===== config.mk =====
export PLATFORM = sky130hd
export DESIGN_NAME = rpc_reset_power
export DESIGN_NICKNAME = d
export VERILOG_FILES = /design/src/rtl/rpc_pkg.sv /design/src/rtl/rpc_reset_power.sv
export SDC_FILE = /design/constraint.sdc
export NUM_CORES = 1
export LEC_CHECK = 0
export ABC_CLOCK_PERIOD_IN_PS = 5050
export BUFFER_PORTS_ARGS = -buffer_cell sky130_fd_sc_hd__buf_2
export CAP_MARGIN = 10
export CORE_MARGIN = 2
export CORE_UTILIZATION = 57
export CTS_CLUSTER_SIZE = 40
export DETAILED_ROUTE_END_ITERATION = 12
export PLACE_DENSITY = 0.92
export SLEW_MARGIN = 40
export SYNTH_ARGS = -nofsm -noshare
export SYNTH_HDL_FRONTEND = slang
export SYNTH_SLANG_ARGS = --single-unit
export TNS_END_PERCENT = 5

===== constraint.sdc =====
create_clock -name mclk -period 5.05 [get_ports mclk]
set_input_delay 0.2525 -clock mclk [delete_from_list [all_inputs] [get_ports mclk]]
set_output_delay 0.2525 -clock mclk [all_outputs]
set_load 0.005 [all_outputs]

===== src/rtl/rpc_pkg.sv =====
// Constants and carrier types for the reset and power control block.
// Assumes a single 125 MHz clock and a plain one-cycle register port.
// Summary of operation
// - Sleep-off bit set only by timed unlock
// - Sleep-off bit active three cycles after set
// - Sleep-off bit self-clears three cycles later
// - Sleep while active turns detector off
// - Sleep-off bit 6, unlock bit 5
// - Gate bits 7 to 5 read zero
// - Gate bit 4 stops display controller
// - Gate bit 3 freezes 16-bit timer
// - Gate bit 2 stops serial peripheral clock
// - Gate bit 1 stops transceiver clock
// - Gate bit 0 stops converter, blocks mux
// - Reset loads registers, core restarts
// - Port reset immediate with no clock for power, pin, brown-out and scan; watchdog sets it on a clock edge
// - Delay counter stretches reset per fuses
// - Internal reset merges five sources
// - Scan reset holds while register set
// - Power loss resets at once
// - Long low pin resets without clock
// - Brown-out resets at once when enabled
// - Watchdog one-cycle pulse, delay after fall
// - Bandgap on for detector, comparator, converter
// - Per-source flags, write zero clears
package rpc_pkg;

    localparam logic [7:0] ADDR_CORE_CONTROL = 8'h00;
    localparam logic [7:0] ADDR_CLOCK_GATE = 8'h01;
    localparam logic [7:0] ADDR_RESET_CAUSE = 8'h02;

    localparam int BIT_SLEEP_OFF = 6;
    localparam int BIT_SLEEP_UNLOCK = 5;
    localparam int BIT_GATE_DISPLAY = 4;
    localparam int BIT_GATE_TIMER16 = 3;
    localparam int BIT_GATE_SPI = 2;
    localparam int BIT_GATE_XCVR = 1;
    localparam int BIT_GATE_CONV = 0;
    localparam int BIT_FLAG_POR = 0;
    localparam int BIT_FLAG_EXT = 1;
    localparam int BIT_FLAG_BOD = 2;
    localparam int BIT_FLAG_WDT = 3;
    localparam int BIT_FLAG_SCAN = 4;

    localparam logic [4:0] GATE_RESET = 5'h00;
    localparam logic [4:0] FLAGS_RESET = 5'h01;

    // Unlock window and arm/active counter reloads; each phase lasts one cycle more
    localparam logic [1:0] UNLOCK_CYCLES = 2'h3;
    localparam logic [1:0] ARM_CYCLES = 2'h1;
    localparam logic [1:0] ACTIVE_CYCLES = 2'h2;

    // Reset stretch per start-up fuse, or for the external clock select, in cycles
    localparam logic [12:0] DELAY_SUT0 = 13'h0010;
    localparam logic [12:0] DELAY_SUT1 = 13'h0200;
    localparam logic [12:0] DELAY_SUT2 = 13'h0800;
    localparam logic [12:0] DELAY_SUT3 = 13'h1000;
    localparam logic [12:0] DELAY_EXTCLK = 13'h0006;
    localparam logic [3:0] CLOCK_SELECT_FUSE_EXTCLK = 4'h0;
    localparam logic [1:0] BROWNOUT_LEVEL_FUSE_OFF = 2'h3;

    typedef enum logic [1:0] {
        SEQ_IDLE,
        SEQ_UNLOCK,
        SEQ_ARM,
        SEQ_ACTIVE
    } rpc_seq_t;

    typedef struct packed {
        logic [7:0] addr;
        logic [7:0] wdata;
        logic wr;
        logic rd;
    } rpc_bus_req_t;

    typedef struct packed {
        logic display;
        logic timer16;
        logic serial_periph;
        logic serial_xcvr;
        logic converter;
    } rpc_gate_t;

    typedef struct packed {
        logic [1:0] ext_n_s;
        logic [1:0] bod_low_s;
        logic [1:0] scan_s;
        logic wdt_pulse;
        logic sys_reset;
        logic [12:0] delay;
        rpc_seq_t seq;
        logic [1:0] seq_cnt;
        logic detector_off;
        rpc_gate_t gate;
        logic [4:0] flags;
        logic [7:0] rdata;
        logic bandgap_en;
        logic mux_allow;
        logic por_pend;
        logic sleep_off;
    } rpc_state_t;

endpackage : rpc_pkg


===== src/rtl/rpc_reset_power.sv =====
// Reset combiner, reset stretcher, detector sleep-off sequence and clock gates.
// Assumes fuses are static; pins are synchronised here; watchdog on mclk.
`timescale 1ns/10ps

module rpc_reset_power (
    input wire logic mclk,
    input wire logic rst,
    input wire rpc_pkg::rpc_bus_req_t bus_req,
    output logic [7:0] rdata,
    input wire logic ext_reset_n,
    input wire logic bod_low,
    input wire logic scan_reset,
    input wire logic wdt_expire,
    input wire logic wdt_enable,
    input wire logic [1:0] brownout_level_fuse,
    input wire logic [1:0] startup_time_fuse,
    input wire logic [3:0] clock_select_fuse,
    input wire logic comparator_bandgap_select,
    input wire logic converter_enable,
    input wire logic sleep_exec,
    input wire logic sleep_wake,
    output logic port_reset,
    output logic core_reset,
    output logic brownout_sleep_off,
    output logic detector_off,
    output rpc_pkg::rpc_gate_t gate,
    output logic conv_mux_allow,
    output logic bandgap_enable
);

    rpc_pkg::rpc_state_t s_q;
    rpc_pkg::rpc_state_t s_d;
    logic port_reset_q;
    logic raw_any;
    logic bod_en;
    logic src_now;
    logic [12:0] delay_load;
    logic wr_core;
    logic wr_gate;
    logic wr_flags;
    logic [7:0] rd_mux;

    assign bod_en = (brownout_level_fuse != rpc_pkg::BROWNOUT_LEVEL_FUSE_OFF);

    // Raw sources force the port reset with no clock needed
    assign raw_any = rst | ~ext_reset_n | (bod_low & bod_en) | scan_reset;

    always_ff @(posedge mclk or posedge raw_any) begin
        if (raw_any) begin
            port_reset_q <= 1'b1;
        end else begin
            port_reset_q <= s_q.sys_reset;
        end
    end

    assign wr_core = bus_req.wr && (bus_req.addr == rpc_pkg::ADDR_CORE_CONTROL);
    assign wr_gate = bus_req.wr && (bus_req.addr == rpc_pkg::ADDR_CLOCK_GATE);
    assign wr_flags = bus_req.wr && (bus_req.addr == rpc_pkg::ADDR_RESET_CAUSE);

    // Synchronised sources combined into one level
    assign src_now = ~s_q.ext_n_s[1] | (s_q.bod_low_s[1] & bod_en) | s_q.scan_s[1]
        | s_q.wdt_pulse | s_q.por_pend;

    // Stretch length from start-up and clock-select fuses
    always_comb begin
        delay_load = rpc_pkg::DELAY_SUT0;
        if (clock_select_fuse == rpc_pkg::CLOCK_SELECT_FUSE_EXTCLK) begin
            delay_load = rpc_pkg::DELAY_EXTCLK;
        end else begin
            case (startup_time_fuse)
                2'h0: delay_load = rpc_pkg::DELAY_SUT0;
                2'h1: delay_load = rpc_pkg::DELAY_SUT1;
                2'h2: delay_load = rpc_pkg::DELAY_SUT2;
                default: delay_load = rpc_pkg::DELAY_SUT3;
            endcase
        end
    end

    // Register read mux, reserved bits zero
    always_comb begin
        rd_mux = 8'h00;
        if (bus_req.addr == rpc_pkg::ADDR_CORE_CONTROL) begin
            rd_mux[rpc_pkg::BIT_SLEEP_OFF] = (s_q.seq == rpc_pkg::SEQ_ACTIVE);
            rd_mux[rpc_pkg::BIT_SLEEP_UNLOCK] = (s_q.seq == rpc_pkg::SEQ_UNLOCK);
        end else if (bus_req.addr == rpc_pkg::ADDR_CLOCK_GATE) begin
            rd_mux = {3'h0, s_q.gate};
        end else if (bus_req.addr == rpc_pkg::ADDR_RESET_CAUSE) begin
            rd_mux = {3'h0, s_q.flags};
        end else begin
            rd_mux = 8'h00;
        end
    end

    always_comb begin
        s_d = s_q;
        s_d.ext_n_s = {s_q.ext_n_s[0], ext_reset_n};
        s_d.bod_low_s = {s_q.bod_low_s[0], bod_low};
        s_d.scan_s = {s_q.scan_s[0], scan_reset};
        // Power-on release loads the fuse-chosen stretch once
        s_d.por_pend = 1'b0;
        // Expiry becomes a single-cycle pulse
        s_d.wdt_pulse = wdt_expire & wdt_enable & ~s_q.wdt_pulse;

        // Count starts once all sources are gone
        if (src_now) begin
            s_d.delay = delay_load;
            s_d.sys_reset = 1'b1;
        end else if (s_q.delay != 13'h0000) begin
            s_d.delay = s_q.delay - 13'h0001;
            s_d.sys_reset = 1'b1;
        end else begin
            s_d.sys_reset = 1'b0;
        end

        s_d.rdata = bus_req.rd ? rd_mux : 8'h00;

        // Flags: write zero clears, source wins
        if (wr_flags) begin
            s_d.flags = s_q.flags & bus_req.wdata[4:0];
        end
        if (~s_q.ext_n_s[1]) begin
            s_d.flags[rpc_pkg::BIT_FLAG_EXT] = 1'b1;
        end
        if (s_q.bod_low_s[1] & bod_en) begin
            s_d.flags[rpc_pkg::BIT_FLAG_BOD] = 1'b1;
        end
        if (s_q.wdt_pulse) begin
            s_d.flags[rpc_pkg::BIT_FLAG_WDT] = 1'b1;
        end
        if (s_q.scan_s[1]) begin
            s_d.flags[rpc_pkg::BIT_FLAG_SCAN] = 1'b1;
        end

        if (wr_gate) begin
            s_d.gate = bus_req.wdata[4:0];
        end

        // Detector sleep-off timed sequence
        case (s_q.seq)
            rpc_pkg::SEQ_IDLE: begin
                if (wr_core && bus_req.wdata[rpc_pkg::BIT_SLEEP_OFF]
                    && bus_req.wdata[rpc_pkg::BIT_SLEEP_UNLOCK]) begin
                    s_d.seq = rpc_pkg::SEQ_UNLOCK;
                    s_d.seq_cnt = rpc_pkg::UNLOCK_CYCLES;
                end
            end
            rpc_pkg::SEQ_UNLOCK: begin
                if (wr_core && bus_req.wdata[rpc_pkg::BIT_SLEEP_OFF]
                    && !bus_req.wdata[rpc_pkg::BIT_SLEEP_UNLOCK]) begin
                    s_d.seq = rpc_pkg::SEQ_ARM;
                    s_d.seq_cnt = rpc_pkg::ARM_CYCLES;
                end else if (wr_core && bus_req.wdata[rpc_pkg::BIT_SLEEP_OFF]
                    && bus_req.wdata[rpc_pkg::BIT_SLEEP_UNLOCK]) begin
                    s_d.seq_cnt = rpc_pkg::UNLOCK_CYCLES;
                end else if (s_q.seq_cnt == 2'h0) begin
                    s_d.seq = rpc_pkg::SEQ_IDLE;
                end else begin
                    s_d.seq_cnt = s_q.seq_cnt - 2'h1;
                end
            end
            rpc_pkg::SEQ_ARM: begin
                if (s_q.seq_cnt == 2'h0) begin
                    s_d.seq = rpc_pkg::SEQ_ACTIVE;
                    s_d.seq_cnt = rpc_pkg::ACTIVE_CYCLES;
                end else begin
                    s_d.seq_cnt = s_q.seq_cnt - 2'h1;
                end
            end
            default: begin
                if (s_q.seq_cnt == 2'h0) begin
                    s_d.seq = rpc_pkg::SEQ_IDLE;
                end else begin
                    s_d.seq_cnt = s_q.seq_cnt - 2'h1;
                end
            end
        endcase

        // Sleep inside the active window turns the detector off
        if (sleep_exec && s_q.seq == rpc_pkg::SEQ_ACTIVE) begin
            s_d.detector_off = 1'b1;
        end else if (sleep_wake) begin
            s_d.detector_off = 1'b0;
        end

        s_d.bandgap_en = bod_en | comparator_bandgap_select | converter_enable;
        s_d.mux_allow = ~s_d.gate.converter;

        // Internal reset restores register defaults, flags kept
        if (s_q.sys_reset) begin
            s_d.gate = rpc_pkg::GATE_RESET;
            s_d.seq = rpc_pkg::SEQ_IDLE;
            s_d.seq_cnt = 2'h0;
            s_d.detector_off = 1'b0;
            s_d.mux_allow = 1'b1;
        end
        s_d.sleep_off = (s_d.seq == rpc_pkg::SEQ_ACTIVE);
    end

    always_ff @(posedge mclk or posedge rst) begin
        if (rst) begin
            s_q.ext_n_s <= 2'h3;
            s_q.bod_low_s <= 2'h0;
            s_q.scan_s <= 2'h0;
            s_q.wdt_pulse <= 1'b0;
            s_q.sys_reset <= 1'b1;
            s_q.delay <= rpc_pkg::DELAY_SUT3;
            s_q.seq <= rpc_pkg::SEQ_IDLE;
            s_q.seq_cnt <= 2'h0;
            s_q.detector_off <= 1'b0;
            s_q.gate <= rpc_pkg::GATE_RESET;
            s_q.flags <= rpc_pkg::FLAGS_RESET;
            s_q.rdata <= 8'h00;
            s_q.bandgap_en <= 1'b0;
            s_q.mux_allow <= 1'b1;
            s_q.por_pend <= 1'b1;
            s_q.sleep_off <= 1'b0;
        end else begin
            s_q <= s_d;
        end
    end

    assign rdata = s_q.rdata;
    assign port_reset = port_reset_q;
    assign core_reset = s_q.sys_reset;
    assign brownout_sleep_off = s_q.sleep_off;
    assign detector_off = s_q.detector_off;
    assign gate = s_q.gate;
    assign conv_mux_allow = s_q.mux_allow;
    assign bandgap_enable = s_q.bandgap_en;

endmodule // rpc_reset_power


==> impl_metrics.csv <==
group,metric,value,unit
status,status,"complete, no violations",
drt,num_vias,1795,
power,pwr-share-comb,0.107,
synthesis,synth_top_area_share,0.437,
critical_path,worst-path-buf-inv,0,
drt,wirelength,4650,um
place,gp_congestion,0.769,
place,pre_cts_ws,3.05,ns
power,swShare,0.232,
final_layout,final_layout_size_suffix_gt1_frac,0.292,
cts,postCtsSetupBuffers,0,
worst_hold_path,holdPathStages,1,
cts,htreeDepth,2,
power,switching_power,0.191,mW
cts,cts.clk_slew.worst_paths,0.09,ns
power,ir_drop,134,uV
final_layout,utilization,0.672,
drt,wire_per_inst,14.8,um
drt,antenna_left,0,
power,powerDensity,311,nW/um^2
synthesis,syn_avg_cell_area,10.5,um^2
sta,slew_viol_final,0,
cts,numCtsBuffers,5,
critical_path,cp-start-kind,"flip-flop",
critical_path,crit_required,5.26,ns
synthesis,yosys-top-cells-count,"40 x dfrtp_1, 22 x nor2_1, 13 x buf_4, 13 x nand2_1, 9 x inv_1",
sta,setup-violations-final,0,
cts,cts_resized,0,
final_layout,n_antenna_cell,0,
floorplanning,start_util,0.581,
drt,routed_via_density,5.72,
critical_path,cp_num_cells,4,
floorplanning,num_io_pins,56,
sta,rsz0062_at_grt,"no",
sta,tns,0,ns
sta,worstMarginPinSlew,0.746,ns
final_layout,fill_cells,301,
grt,antenna_found_initial,0,
power,p_int,0.632,mW
critical_path,cp_slowest_cell,"or4b_2",
critical_path,crit_chain,"or4b_2 -> a21oi_1 -> a21oi_1 -> a31oi_1",
worst_hold_path,hold_path.class,"primary input to flip-flop",
place,io_buffers,53,
grt,grt_usage,0.223,
synthesis,synth.most_common_cell,"dfrtp_1",
cts,clockBufferDepth,2,
floorplanning,dieArea,4540,um^2
cts,cts_root_buf,"clkbuf_8",
critical_path,criticalPathCategory,"flip-flop to flip-flop",
synthesis,ys_seq_area_frac,0.529,
synthesis,synth_top_flop_cell,"dfrtp_1",
critical_path,cp_max_fo,5,
sta,finalCritPeriodShare,0.401,
synthesis,synth_cell_types,47,
drt,drt_iter0_drc,180,
cts,ctsHoldBuffers,0,
sta,min_period,2.02,ns
sta,clock_skew,0.0110,ns
sta,fmax,494,MHz
cts,cts.sinks,48,
power,power_frac_clock,0.405,
grt,grt_pass1_wl,7400,um
sta,hold_viol,0,
final_layout,nets,304,
grt,grt_overflow,0,
floorplanning,num_rows,23,
final_layout,register_area,1210,um^2
synthesis,yosys.area.top_type,"dfrtp_1",
critical_path,cp_top_family,"compound AO/OA/AOI/OAI gates",
floorplanning,core-area,3940,um^2
synthesis,syn-cell-area,2290,um^2
power,p_leak,1.24,nW
sta,setup_slack,3.03,ns
drt,drt-pass1-iter-count,4,
grt,grt_pass1_vias,1687,
cts,clock_latency,0.30,ns
floorplanning,die_x,67.4,um
critical_path,slowest_delay,0.60,ns
synthesis,synth_enable_flop_cells,0,
critical_path,r2r_cells,4,
sta,slew_headroom,0.498,
critical_path,setup.worst_path.end_class,"flip-flop",
power,p_seq_frac,0.488,
place,hpwl,3230,um
synthesis,async_reset_ff_frac,1.00,
synthesis,syn_inst,219,
grt,grt_max_degree,48,
critical_path,critPathMostFrequentCell,"a21oi_1",
cts,cts_tree,"built",
final_layout,multi_input_area,931,um^2
job,drv_cap,0,
synthesis,ys_ff_latch,48,
synthesis,yosys_warnings,0,
power,p_total,0.823,mW
synthesis,synth_top_cells_by_area,"dfrtp_1 44%, dfstp_2 9.2%, buf_4 4.3%, nor2_1 3.6%, ha_1 2.2%",
critical_path,crit_arrival,2.24,ns
final_layout,syn_to_final_growth,15.7,%
floorplanning,die_y,67.4,um
drt,drcViolationCount,0,
[metrics by stage]
stage / hold WS (ns) / instances / instance area, um^2
6_report: 0.0540 / 314 / 2650
5_1_grt: 0.0326 / 314 / 2650
4_1_cts: 0.0411 / 314 / 2650
3_5_place_dp: 0.336 / 306 / 2510
3_3_place_gp: 0.334 / 306 / 2510
2_1_floorplan: 0.222 / 220 / 2290
[cells by family (layout without fill, tap and decap cells)]
logic type / after synthesis / after routing / share of synthesized area
compound gates: 42 / 42 / 0.127
xor+xnor: 7 / 7 / 0.0268
fa+ha+maj: 4 / 4 / 0.0219
buf+inv: 27 / 71 / 0.0661
flops: 48 / 48 / 0.529
mux: 5 / 5 / 0.0219
other cells: 1 / 2 / 0.00164
simple gates: 85 / 85 / 0.206
[state kept, by name (all words and copies together), names as in the netlist, 3 cells and up]
signal  count
gate        5
s_q        27
s_d         3
rdata       7
[metal layers]
metal	track usage	share of wire	vias to the layer above	wire [um]
met5	0	0	-	0
met4	0.0969	0.012	0	55
met3	0.0600	0.057	6	267
met2	0.382	0.50	69	2340
met1	0.263	0.43	862	1990
li1	-	-	858	-
[power groups by stage]
stage          clock [mW]  combinational (mW)  sequential, mW
3_3_place_gp            0              0.0834           0.408
2_1_floorplan           0              0.0590           0.407
6_report            0.333              0.0883           0.402
4_1_cts             0.341              0.0881           0.401
5_1_grt             0.356              0.0968           0.403
3_5_place_dp            0              0.0864           0.409
[placed cells by master, fill, tap and decap left out, types with 2 or more instances in the layout]
master and n:
a21oi_1 8, and4_1 2, xnor2_1 5, nand4_1 2, or4_1 4, nor3b_1 2
o21ai_0 8, bufinv_16 2, nor3_1 3, a21o_1 2, nand2b_1 8, a311oi_1 2
o32ai_1 2, nand2_1 13, buf_2 53, o311ai_0 2, or2_2 2, a22oi_1 5
nand3_1 6, a31oi_1 2, xor2_1 2, nor4_1 5, mux2i_1 5, o31ai_1 4
dfstp_2 8, or3_1 6, nor2b_1 3, ha_1 4, nor2_1 22, conb_1 2
dfrtp_1 40, inv_1 8, clkbuf_8 5
[final cells by class]
type,count,area share
Sequential cell,48,0.457
Multi-Input combinational cell,145,0.351
Timing Repair Buffer,54,0.103
Clock buffer,5,0.0260
Clock inverter,3,0.0260
Tap cell,50,0.0236
Inverter,9,0.0128
[path summary, 6_finish.rpt]
| kind | end | start | slack (ns) |
|---|---|---|---|
| setup / recovery | s_q[31] | s_q[47] | 3.03 |
| hold / removal | s_d[47] | ext_reset_n | 0.05 |
| setup reg to reg | s_q[31] | s_q[47] | 3.03 |
| hold reg to reg | s_q[43] | s_d[43] | 0.36 |
| max in group asynchronous | conv_mux_allow | rst | 4.58 |
| min in group asynchronous | gate[1] | rst | 0.09 |
Note: power is estimated with default switching activity, not from simulation.
